--- config.mk ---
export PLATFORM = sky130hd
export DESIGN_NAME = tpw_three_phase_pwm
export DESIGN_NICKNAME = d
export VERILOG_FILES = /design/src/design/tpw_pkg.sv /design/src/design/tpw_timing_if.sv /design/src/design/tpw_three_phase_pwm.sv /design/src/design/tpw_sync_gen.sv /design/src/design/tpw_phase.sv
export VERILOG_INCLUDE_DIRS = /design/src /design/src/design
export SDC_FILE = /design/constraint.sdc
export NUM_CORES = 1
export LEC_CHECK = 0
export ABC_AREA = 1
export BUFFER_PORTS_ARGS = -buffer_cell sky130_fd_sc_hd__buf_2
export CAP_MARGIN = 20
export CELL_PAD_IN_SITES_DETAIL_PLACEMENT = 1
export CELL_PAD_IN_SITES_GLOBAL_PLACEMENT = 2
export CORE_MARGIN = 4
export CORE_UTILIZATION = 40
export DETAILED_ROUTE_END_ITERATION = 8
export PLACE_DENSITY = 0.9
export SLEW_MARGIN = 40
export SYNTH_ARGS = -nofsm -noshare
export SYNTH_HDL_FRONTEND = slang
export SYNTH_SLANG_ARGS = --single-unit
--- constraint.sdc ---
create_clock -name sys_clk -period 17.4 [get_ports sys_clk]
set_input_delay 0.87 -clock sys_clk [delete_from_list [all_inputs] [get_ports sys_clk]]
set_output_delay 0.87 -clock sys_clk [all_outputs]
set_load 0.05 [all_outputs]
--- src/design/tpw_defines.svh ---
/*
 * Register map, field positions, widths and reset values of the three-phase PWM timing unit.
 * Assumes it is included by its bare name from every file that needs a constant.
 */
`ifndef TPW_DEFINES_SVH
`define TPW_DEFINES_SVH

`define TPW_ADDR_W          12
`define TPW_ADDR_MODE       12'h000
`define TPW_ADDR_STATUS     12'h004
`define TPW_ADDR_HALF       12'h008
`define TPW_ADDR_DEAD       12'h00c
`define TPW_ADDR_MINP       12'h010
`define TPW_ADDR_SYNCW      12'h014
`define TPW_ADDR_DUTYA      12'h018
`define TPW_ADDR_DUTYB      12'h01c
`define TPW_ADDR_DUTYC      12'h020
`define TPW_ADDR_SEG        12'h024

`define TPW_HP_W            16
`define TPW_DT_W            10
`define TPW_SW_W            8
`define TPW_SEG_W           9
`define TPW_MODE_W          8
`define TPW_PHASES          3

`define TPW_MODE_DOUBLE_BIT 6
`define TPW_STAT_HALF_BIT   3
`define TPW_STAT_RUN_BIT    0

`define TPW_MODE_RST        8'h00
`define TPW_HP_RST          16'h0000
`define TPW_DT_RST          10'h000
`define TPW_SW_RST          8'h27
`define TPW_SEG_RST         9'h000

`endif

--- src/design/tpw_pkg.sv ---
/*
 * Types of the three-phase PWM timing unit.
 * Assumes nothing beyond a SystemVerilog compiler.
 */
package tpw_pkg;

    typedef enum logic [1:0] {
        TPW_IDLE,
        TPW_ARMED,
        TPW_RUN
    } tpw_state_type;

endpackage : tpw_pkg

--- src/design/tpw_timing_if.sv ---
/*
 * Timing state shared by the timing unit core and its per-phase comparators.
 * Assumes one clock domain; the core drives, the phases only read.
 */
`timescale 1ns/1ps
interface tpw_timing_if;
    logic [15:0] cnt;
    logic        second_half;
    logic [15:0] half_period;
    logic [9:0]  dead_time;
    logic        run;

    modport source (output cnt, output second_half, output half_period, output dead_time, output run);
    modport sink   (input cnt, input second_half, input half_period, input dead_time, input run);
endinterface : tpw_timing_if

--- src/design/tpw_three_phase_pwm.sv ---
/*
 * Three-phase center-based PWM timing unit with APB registers, sync pulse generation,
 * single and double update modes and start-up after the first register writes.
 * Assumes an APB master on sys_clk that honours one wait state per transfer, and synchronous gate driver inputs.
 */
// Our own choices: the placing of the registers and register access over APB.
`timescale 1ns/1ps
`include "tpw_defines.svh"

// Contract
// - mode control bit 6 clear selects single update, set selects double update.
// - after reset the update-mode bit is clear, so single update mode.
// - single mode gives one sync per period; its rise loads all timing values.
// - the same sync rise loads the output segment register into output control.
// - double mode adds a midpoint sync which reloads every staged register.
// - status bit 3 reads zero in the first half, one in the second.
// - sync pulse lasts sync width plus one clocks, 1 to 256.
// - sync width register resets to 0x27, forty clocks.
// - sync rate is the switching rate, doubled in double mode; sync leaves the block.
// - each duty gives high-side on-time per half; low side is its adjusted complement.
// - center-based; every edge moves by the dead-time register value, half the dead time, keeping symmetry.
// - single mode high on-time 2(duty-dead), low 2(half-duty-dead).
// - each on-time is clamped between zero and the full period.
// - double mode on-time is the sum of per-half contributions.
// - no output and no counting until half period and three duties are written.
// - first sync comes 1.5 half periods after half-period write, one in double.
// - resolution is two clocks per period in single mode, one in double.
// - the timing unit runs on the instruction-rate clock, one tick per clock.
// - every sync pulse raises an interrupt request to the processor.
// - the 16-bit half-period value counts ticks of half a switching period.
// - dead-time register is 10 bits; dead time is twice its value.
module tpw_three_phase_pwm (
    input  wire logic                   sys_clk,
    input  wire logic                   sys_rst,
    input  wire logic                   psel,
    input  wire logic                   penable,
    input  wire logic                   pwrite,
    input  wire logic [`TPW_ADDR_W-1:0] paddr,
    input  wire logic [31:0]            pwdata,
    output logic      [31:0]            prdata,
    output logic                        pready,
    output logic                        pslverr,
    output logic                        phase_a_high_out,
    output logic                        phase_a_low_out,
    output logic                        phase_b_high_out,
    output logic                        phase_b_low_out,
    output logic                        phase_c_high_out,
    output logic                        phase_c_low_out,
    output logic                        period_sync_pulse,
    output logic                        sync_irq,
    output logic      [`TPW_SEG_W-1:0]  output_segment_active
);

    // software-facing staging copies
    logic [`TPW_MODE_W-1:0]  mode_control_reg;
    logic [`TPW_HP_W-1:0]    half_period_reg;
    logic [`TPW_DT_W-1:0]    dead_time_reg;
    logic [`TPW_HP_W-1:0]    min_pulse_reg;
    logic [`TPW_SW_W-1:0]    sync_width_reg;
    logic [`TPW_HP_W-1:0]    duty_stage_reg [`TPW_PHASES];
    logic [`TPW_SEG_W-1:0]   output_segment_reg;

    // active copies seen by the timing unit
    logic [`TPW_HP_W-1:0]    half_act_reg;
    logic [`TPW_DT_W-1:0]    dead_act_reg;
    logic [`TPW_HP_W-1:0]    minp_act_reg;
    logic [`TPW_SW_W-1:0]    syncw_act_reg;
    logic [`TPW_HP_W-1:0]    duty_act_reg [`TPW_PHASES];
    logic [`TPW_SEG_W-1:0]   seg_act_reg;

    logic                    half_written_reg;
    logic [`TPW_PHASES-1:0]  duty_written_reg;
    tpw_pkg::tpw_state_type  state_reg;
    logic [17:0]             start_cnt_reg;
    logic [15:0]             cnt_reg;
    logic                    second_half_reg;
    logic                    run_reg;
    logic                    pready_reg;
    logic                    pslverr_reg;
    logic [31:0]             prdata_reg;
    logic                    sync_irq_reg;

    logic                    access;
    logic                    wr_en;
    logic                    addr_hit;
    logic [31:0]             rd_mux;
    logic                    double_mode;
    logic                    all_written;
    logic [17:0]             start_target;
    logic                    boundary;
    logic                    fire;
    logic                    load;
    logic [`TPW_PHASES-1:0]  hi_w;
    logic [`TPW_PHASES-1:0]  lo_w;

    tpw_timing_if tim ();

    assign double_mode = mode_control_reg[`TPW_MODE_DOUBLE_BIT];
    assign all_written = half_written_reg & (&duty_written_reg);

    // APB: one wait state; the write lands on the edge where pready is seen high
    assign access = psel & penable & ~pready_reg;
    assign wr_en  = psel & penable & pready_reg & pwrite & ~pslverr_reg;

    always_comb begin
        addr_hit = 1'b1;
        rd_mux   = 32'h0000_0000;
        case (paddr)
            `TPW_ADDR_MODE:   rd_mux = {24'h00_0000, mode_control_reg};
            `TPW_ADDR_STATUS: begin
                rd_mux[`TPW_STAT_HALF_BIT] = second_half_reg;
                rd_mux[`TPW_STAT_RUN_BIT]  = run_reg;
            end
            `TPW_ADDR_HALF:   rd_mux = {16'h0000, half_period_reg};
            `TPW_ADDR_DEAD:   rd_mux = {22'h00_0000, dead_time_reg};
            `TPW_ADDR_MINP:   rd_mux = {16'h0000, min_pulse_reg};
            `TPW_ADDR_SYNCW:  rd_mux = {24'h00_0000, sync_width_reg};
            `TPW_ADDR_DUTYA:  rd_mux = {16'h0000, duty_stage_reg[0]};
            `TPW_ADDR_DUTYB:  rd_mux = {16'h0000, duty_stage_reg[1]};
            `TPW_ADDR_DUTYC:  rd_mux = {16'h0000, duty_stage_reg[2]};
            `TPW_ADDR_SEG:    rd_mux = {23'h00_0000, output_segment_reg};
            default:          addr_hit = 1'b0;
        endcase
    end

    always_ff @(posedge sys_clk or posedge sys_rst) begin
        if (sys_rst) begin
            pready_reg  <= 1'b0;
            pslverr_reg <= 1'b0;
            prdata_reg  <= 32'h0000_0000;
        end else begin
            pready_reg  <= access;
            pslverr_reg <= access & ~addr_hit;
            if (access) begin
                prdata_reg <= pwrite ? 32'h0000_0000 : rd_mux;
            end
        end
    end

    // staging registers: writes never touch the half period in progress
    always_ff @(posedge sys_clk or posedge sys_rst) begin
        if (sys_rst) begin
            mode_control_reg   <= `TPW_MODE_RST;
            half_period_reg    <= `TPW_HP_RST;
            dead_time_reg      <= `TPW_DT_RST;
            min_pulse_reg      <= `TPW_HP_RST;
            sync_width_reg     <= `TPW_SW_RST;
            output_segment_reg <= `TPW_SEG_RST;
        end else if (wr_en) begin
            case (paddr)
                `TPW_ADDR_MODE:  mode_control_reg   <= pwdata[`TPW_MODE_W-1:0];
                `TPW_ADDR_HALF:  half_period_reg    <= pwdata[`TPW_HP_W-1:0];
                `TPW_ADDR_DEAD:  dead_time_reg      <= pwdata[`TPW_DT_W-1:0];
                `TPW_ADDR_MINP:  min_pulse_reg      <= pwdata[`TPW_HP_W-1:0];
                `TPW_ADDR_SYNCW: sync_width_reg     <= pwdata[`TPW_SW_W-1:0];
                `TPW_ADDR_SEG:   output_segment_reg <= pwdata[`TPW_SEG_W-1:0];
                default: ;
            endcase
        end
    end

    generate
        for (genvar p = 0; p < `TPW_PHASES; p++) begin : g_duty
            always_ff @(posedge sys_clk or posedge sys_rst) begin
                if (sys_rst) begin
                    duty_stage_reg[p]   <= `TPW_HP_RST;
                    duty_written_reg[p] <= 1'b0;
                    duty_act_reg[p]     <= `TPW_HP_RST;
                end else begin
                    if (wr_en && paddr == `TPW_ADDR_DUTYA + 12'(4 * p)) begin
                        duty_stage_reg[p]   <= pwdata[`TPW_HP_W-1:0];
                        duty_written_reg[p] <= 1'b1;
                    end
                    if (load) begin
                        duty_act_reg[p] <= duty_stage_reg[p];
                    end
                end
            end

            tpw_phase u_phase (
                .sys_clk (sys_clk),
                .sys_rst (sys_rst),
                .tim     (tim.sink),
                .duty    (duty_act_reg[p]),
                .hi_out  (hi_w[p]),
                .lo_out  (lo_w[p])
            );
        end
    endgenerate

    // start-up: counting from the first half-period write sets when the first sync comes
    assign start_target = double_mode ? {2'b00, half_period_reg}
                        : {2'b00, half_period_reg} + {3'b000, half_period_reg[15:1]};

    always_ff @(posedge sys_clk or posedge sys_rst) begin
        if (sys_rst) begin
            half_written_reg <= 1'b0;
            state_reg        <= tpw_pkg::TPW_IDLE;
            start_cnt_reg    <= 18'h0_0000;
            run_reg          <= 1'b0;
        end else begin
            if (wr_en && paddr == `TPW_ADDR_HALF) begin
                half_written_reg <= 1'b1;
            end
            case (state_reg)
                tpw_pkg::TPW_IDLE: begin
                    if (wr_en && paddr == `TPW_ADDR_HALF) begin
                        state_reg     <= tpw_pkg::TPW_ARMED;
                        start_cnt_reg <= 18'h0_0001;
                    end
                end
                tpw_pkg::TPW_ARMED: begin
                    if (start_cnt_reg != 18'h3_ffff) begin
                        start_cnt_reg <= start_cnt_reg + 18'h0_0001;
                    end
                    if (fire) begin
                        state_reg <= tpw_pkg::TPW_RUN;
                        run_reg   <= 1'b1;
                    end
                end
                tpw_pkg::TPW_RUN: ;
                default: state_reg <= tpw_pkg::TPW_IDLE;
            endcase
        end
    end

    assign fire = (state_reg == tpw_pkg::TPW_ARMED) && all_written
                  && start_cnt_reg >= start_target;

    // half-period counter, one tick per clock
    assign boundary = run_reg && ({1'b0, cnt_reg} + 17'h0_0001 >= {1'b0, half_act_reg});
    // single mode reloads only when a period starts, double mode at the midpoint too
    assign load = fire || (boundary && (second_half_reg || double_mode));

    always_ff @(posedge sys_clk or posedge sys_rst) begin
        if (sys_rst) begin
            cnt_reg         <= 16'h0000;
            second_half_reg <= 1'b0;
        end else if (fire) begin
            cnt_reg         <= 16'h0000;
            second_half_reg <= 1'b0;
        end else if (boundary) begin
            cnt_reg         <= 16'h0000;
            second_half_reg <= ~second_half_reg;
        end else if (run_reg) begin
            cnt_reg         <= cnt_reg + 16'h0001;
        end
    end

    always_ff @(posedge sys_clk or posedge sys_rst) begin
        if (sys_rst) begin
            half_act_reg  <= `TPW_HP_RST;
            dead_act_reg  <= `TPW_DT_RST;
            minp_act_reg  <= `TPW_HP_RST;
            syncw_act_reg <= `TPW_SW_RST;
            seg_act_reg   <= `TPW_SEG_RST;
        end else if (load) begin
            half_act_reg  <= half_period_reg;
            dead_act_reg  <= dead_time_reg;
            minp_act_reg  <= min_pulse_reg;
            syncw_act_reg <= sync_width_reg;
            seg_act_reg   <= output_segment_reg;
        end
    end

    always_ff @(posedge sys_clk or posedge sys_rst) begin
        if (sys_rst) begin
            sync_irq_reg <= 1'b0;
        end else begin
            sync_irq_reg <= load;
        end
    end

    assign tim.cnt         = cnt_reg;
    assign tim.second_half = second_half_reg;
    assign tim.half_period = half_act_reg;
    assign tim.dead_time   = dead_act_reg;
    assign tim.run         = run_reg;

    // width taken from staging: it is loaded into the active copy on this same edge
    tpw_sync_gen u_sync (
        .sys_clk (sys_clk),
        .sys_rst (sys_rst),
        .start   (load),
        .width   (sync_width_reg),
        .pulse   (period_sync_pulse)
    );

    assign prdata                = prdata_reg;
    assign pready                = pready_reg;
    assign pslverr               = pslverr_reg;
    assign phase_a_high_out      = hi_w[0];
    assign phase_a_low_out       = lo_w[0];
    assign phase_b_high_out      = hi_w[1];
    assign phase_b_low_out       = lo_w[1];
    assign phase_c_high_out      = hi_w[2];
    assign phase_c_low_out       = lo_w[2];
    assign sync_irq              = sync_irq_reg;
    assign output_segment_active = seg_act_reg;

    // helper for the pulse-width check
    logic [8:0] sync_len_reg;
    always_ff @(posedge sys_clk or posedge sys_rst) begin
        if (sys_rst) begin
            sync_len_reg <= 9'h000;
        end else if (load) begin
            sync_len_reg <= 9'h001;
        end else if (period_sync_pulse) begin
            sync_len_reg <= sync_len_reg + 9'h001;
        end
    end

    AST_MODE_AFTER_RESET: assert property (@(posedge sys_clk) $fell(sys_rst) |-> !double_mode)
        else $error("update mode not single after reset");
    AST_SYNCW_AFTER_RESET: assert property (@(posedge sys_clk) $fell(sys_rst) |-> sync_width_reg == `TPW_SW_RST)
        else $error("sync width reset value wrong");
    AST_SYNC_WIDTH: assert property (@(posedge sys_clk) disable iff (sys_rst)
        $fell(period_sync_pulse) && !$past(load) |-> $past(sync_len_reg) == {1'b0, syncw_act_reg} + 9'h001)
        else $error("sync pulse width not width plus one");
    AST_SYNC_RISE_LOADS: assert property (@(posedge sys_clk) disable iff (sys_rst)
        load |=> period_sync_pulse && half_act_reg == $past(half_period_reg) && dead_act_reg == $past(dead_time_reg))
        else $error("sync rise did not load timing values");
    AST_SEG_LOAD: assert property (@(posedge sys_clk) disable iff (sys_rst)
        !load |=> $stable(seg_act_reg))
        else $error("output segment changed away from a sync edge");
    AST_HALF_STATUS: assert property (@(posedge sys_clk) disable iff (sys_rst)
        boundary && !fire |=> second_half_reg != $past(second_half_reg))
        else $error("half flag did not toggle at midpoint");
    AST_SINGLE_NO_MID_SYNC: assert property (@(posedge sys_clk) disable iff (sys_rst)
        boundary && !second_half_reg && !double_mode |-> !load)
        else $error("midpoint reload in single update mode");
    AST_IDLE_OUTPUTS_OFF: assert property (@(posedge sys_clk) disable iff (sys_rst)
        !run_reg |=> {hi_w, lo_w} == 6'h00)
        else $error("outputs active before start-up");
    AST_IRQ_WITH_SYNC: assert property (@(posedge sys_clk) disable iff (sys_rst)
        $rose(period_sync_pulse) |-> sync_irq)
        else $error("no interrupt request with sync pulse");

endmodule : tpw_three_phase_pwm

--- src/design/tpw_sync_gen.sv ---
/*
 * Sync pulse stretcher: a start strobe raises the pulse for width plus one clocks.
 * Assumes start is a one-cycle strobe from the same clock domain.
 */
`timescale 1ns/1ps
`include "tpw_defines.svh"
module tpw_sync_gen (
    input  wire logic                 sys_clk,
    input  wire logic                 sys_rst,
    input  wire logic                 start,
    input  wire logic [`TPW_SW_W-1:0] width,
    output logic                      pulse
);
    logic [`TPW_SW_W-1:0] left_reg;

    // a new start restarts the pulse, so with an over-long width the pulses of two periods merge into one with no fall between
    always_ff @(posedge sys_clk or posedge sys_rst) begin
        if (sys_rst) begin
            pulse    <= 1'b0;
            left_reg <= '0;
        end else if (start) begin
            pulse    <= 1'b1;
            left_reg <= width;
        end else if (pulse && left_reg != '0) begin
            left_reg <= left_reg - 8'h01;
        end else begin
            pulse    <= 1'b0;
        end
    end
endmodule : tpw_sync_gen

--- src/design/tpw_phase.sv ---
/*
 * One phase of the center-based comparator: high side and dead-time-adjusted low side.
 * Assumes the timing interface counts 0 to half_period-1 in each half.
 */
`timescale 1ns/1ps
`include "tpw_defines.svh"
module tpw_phase (
    input  wire logic                 sys_clk,
    input  wire logic                 sys_rst,
    tpw_timing_if.sink                tim,
    input  wire logic [`TPW_HP_W-1:0] duty,
    output logic                      hi_out,
    output logic                      lo_out
);
    logic signed [17:0] hi_raw;
    logic signed [17:0] lo_raw;
    logic [15:0]        hi_len;
    logic [15:0]        lo_len;
    logic [16:0]        cnt_ext;
    logic               hi_next;
    logic               lo_next;

    function automatic logic [15:0] clamp_len(input logic signed [17:0] raw, input logic [15:0] lim);
        if (raw < 18'sh0) clamp_len = 16'h0000;
        else if (raw > $signed({2'b00, lim})) clamp_len = lim;
        else clamp_len = raw[15:0];
    endfunction : clamp_len

    always_comb begin
        hi_raw  = $signed({2'b00, duty}) - $signed({8'h00, tim.dead_time});
        lo_raw  = $signed({2'b00, tim.half_period}) - $signed({2'b00, duty})
                  - $signed({8'h00, tim.dead_time});
        hi_len  = clamp_len(hi_raw, tim.half_period);
        lo_len  = clamp_len(lo_raw, tim.half_period);
        cnt_ext = {1'b0, tim.cnt};
        // first half: high on-time sits at the end and low at the start, second half the reverse, so each half is
        // resolved to one tick and the high pair is centred on the midpoint
        if (!tim.second_half) begin
            hi_next = cnt_ext + {1'b0, hi_len} >= {1'b0, tim.half_period};
            lo_next = tim.cnt < lo_len;
        end else begin
            hi_next = tim.cnt < hi_len;
            lo_next = cnt_ext + {1'b0, lo_len} >= {1'b0, tim.half_period};
        end
    end

    always_ff @(posedge sys_clk or posedge sys_rst) begin
        if (sys_rst) begin
            hi_out <= 1'b0;
            lo_out <= 1'b0;
        end else begin
            hi_out <= tim.run & hi_next;
            lo_out <= tim.run & lo_next;
        end
    end

    AST_NO_SHOOT_THROUGH: assert property (@(posedge sys_clk) disable iff (sys_rst) !(hi_out && lo_out))
        else $error("high and low side of one phase on together");
endmodule : tpw_phase

==> flow_summary.ini <==
[status]
status = complete, no violations

[timing]
slew_viol_final = 0
fin_setup_tns_ps = 0
grt_setup_unrepaired = no
hold_violations = 0
skew_ps = 34.98
fin_hold_ws_ps = 380.3
max_freq_mhz = 108.4
slew_headroom = 0.3760
period_share = 0.5301
layout_min_cycle_time_ps = 9223
setup_slack_ps = 8177
tightest_slew_ps = 928.8
setup_violations = 0

[place]
placed_area_mm2 = 0.03468
place_congestion = 0.9163
dpl.hpwl_um = 99430
dp.cells = 5951
io_buffers = 67
pre_cts_ws_ps = 8347

[worst_setup_path]
r2r_cells = 42
critPathMaxStageDelay_ps = 870
r2r_end = g_duty[0].u_phase.lo_out
crit_path_end = g_duty[0].u_phase.lo_out
rrSetupSlack_ps = 8180
cp_data_required_time_ps = 17930
crit_top_cell = nand2_1
critPathKind = register to register
arrival_ps = 9750
critPathCaptureType = register
crit_path_start = half_act_reg[1]
cp_max_fo = 20
cp_slowest_cell = dfrtp_1
setup.worst_path.start_class = register
r2r-start = half_act_reg[1]

[detailed_routing]
first_iter_violations = 2062
wl_per_cell_um = 21.35
via_count = 32900
drt-total-wl_um = 128400
drc_errors = 0
dr.pass1.iters = 5
drtAntennaViolNets = 0
viasPerCell = 5.472

[floorplanning]
die_w_um = 295.9
die-area_mm2 = 0.08754
rows = 105
die_y_um = 295.9
io_pins = 100
start_util = 0.4037
core_area_mm2 = 0.08211

[clock_tree]
cts_root_buffer = clkbuf_16
cts_max_path_buffers = 3
cts-resized-gates = 0
insertion_delay_ps = 580
path_clk_slew_ps = 70
hold_buffers = 0
cts_tree = built
htreeDepth = 2
clock-sinks = 274
cts_inserted_buffers = 35
post_cts_buffers = 0

[finish]
multiInputGateArea_mm2 = 0.02299
seqCellArea_mm2 = 0.006869
num_antenna_cells = 0
syn2layout_area_growth_pct = 8.183
stdcell_area_mm2 = 0.03586
drive_gt1_frac = 0.05098
final_nets = 5543
n_fill_cell = 10730
stdcell_count = 6013
final_util = 0.4368

[yosys]
synth_seq_cells = 274
synth_area_mm2 = 0.03315
yosys-top-cells-count = nand2_1, inv_1, ha_1
synth.avg_cell_area_um2 = 6.825
synth_seq_area_share = 0.2070
post-synth-top-count-cell = nand2_1
yosys_warnings = 0
synth.top_cell.area_share = 0.2110
synth_edf_count = 0
synth_cells = 4857
netlist_top_cells_area = ha_1, dfrtp_1, nand2_1
ys.flop_type = dfrtp_1
synth_cell_types = 58
yosys.area.top_type = ha_1
synthArstFlopShare = 1.000

[global_routing]
grt_start_max_net_pins = 114
grt_pass1_vias = 33250
antenna_found_initial = 3
grt_overflow = 0
grt_pass1_wl_um = 197300
grt_usage = 0.2912

[power]
power_mw = 1.452
max-vdd-ir-drop_v = 0.00005308
leakage_nw = 19.31
powerDensity_mw_per_mm2 = 40.48

[run]
maxCapViolCount = 0

[worst_hold_path]
hp-class = input pin to async pin
-- layer usage --
layer / vias up / GRT usage / wire length [µm]
li1: 16140 / - / -
met1: 15810 / 0.3970 / 59850
met2: 724 / 0.4775 / 57220
met3: 228 / 0.02644 / 5176
met4: 2 / 0.1162 / 6122
met5: - / 0 / 13
-- cells in the final DEF, fill, tap and decap left out, types with 11 or more instances in the layout --
| master | n |
|---|---|
| buf_4 | 42 |
| a211oi_1 | 21 |
| a21oi_1 | 323 |
| nand2_1 | 1203 |
| nand3_1 | 270 |
| a21boi_0 | 11 |
| inv_1 | 717 |
| a221oi_1 | 23 |
| clkbuf_16 | 35 |
| nand3b_1 | 12 |
| buf_2 | 67 |
| o211ai_1 | 21 |
| nor3_1 | 56 |
| o21a_1 | 16 |
| o21ai_1 | 13 |
| a31oi_1 | 29 |
| o31ai_1 | 14 |
| xnor2_1 | 28 |
| conb_1 | 16 |
| nor2_1 | 326 |
| o21ai_0 | 376 |
| nand4_1 | 92 |
| dfrtp_1 | 264 |
| nand2_2 | 18 |
| fa_1 | 16 |
| nor4_1 | 22 |
| clkinv_2 | 11 |
| nor2_2 | 13 |
| o21bai_1 | 28 |
| ha_1 | 559 |
| xor2_1 | 176 |
| a21o_1 | 11 |
-- worst max-delay path, delay by kind of cell, from the launching register on --
| kind | cells | cell delay, ps |
|---|---|---|
| AOI/OAI and AO/OA | 9 | 2100 |
| buffers and inverters | 5 | 1010 |
| xor gates and xnor gates | 3 | 810 |
| adders and majority gates | 5 | 1780 |
| and+or+nand+nor | 20 | 2580 |
| DFF | 1 | 870 |
-- power by group --
group / switching (mW) / leakage (nW) / total [mW] / internal [mW]
clock network: 0.319 / 0.578 / 0.764 / 0.445
logic: 0.0400 / 15.2 / 0.0495 / 0.00943
registers: 0.000315 / 3.54 / 0.638 / 0.638
-- layout make-up --
cell class              count  area share
clock inverters            20    0.006699
multi-input cells        3765      0.6412
inverters                 730     0.07679
clock buffers              41     0.02589
well taps                1070     0.03733
flip-flops and latches    274      0.1915
repair buffers            113     0.02055
-- worst min path at each step --
| stage | start | end | slack, ps | cells past startpoint |
|---|---|---|---|---|
| 6_report | sys_rst | start_cnt_reg[14] | 380 | 2 |
| 5_1_grt | sys_rst | start_cnt_reg[14] | 440 | 2 |
| 4_1_cts | output_segment_active[1] | output_segment_active[1] | 470 | 2 |
| 3_5_place_dp | output_segment_active[1] | output_segment_active[1] | 450 | 2 |
| 3_3_place_gp | duty_written_reg[1] | duty_written_reg[1] | 450 | 2 |
| 2_1_floorplan | half_written_reg | half_written_reg | 430 | 2 |
-- kinds of logic (layout without fill, tap and decap cells) --
logic type,after synthesis,in the layout,share of synthesized area
DFF,274,274,0.2070
AOI/OAI and AO/OA,918,918,0.1547
xor gates and xnor gates,204,204,0.05390
other,1,16,0.0001131
buffers and inverters,833,904,0.1013
and+or+nand+nor,2052,2052,0.2623
adders and majority gates,575,575,0.2207
Note: power is estimated with default switching activity, not from simulation.
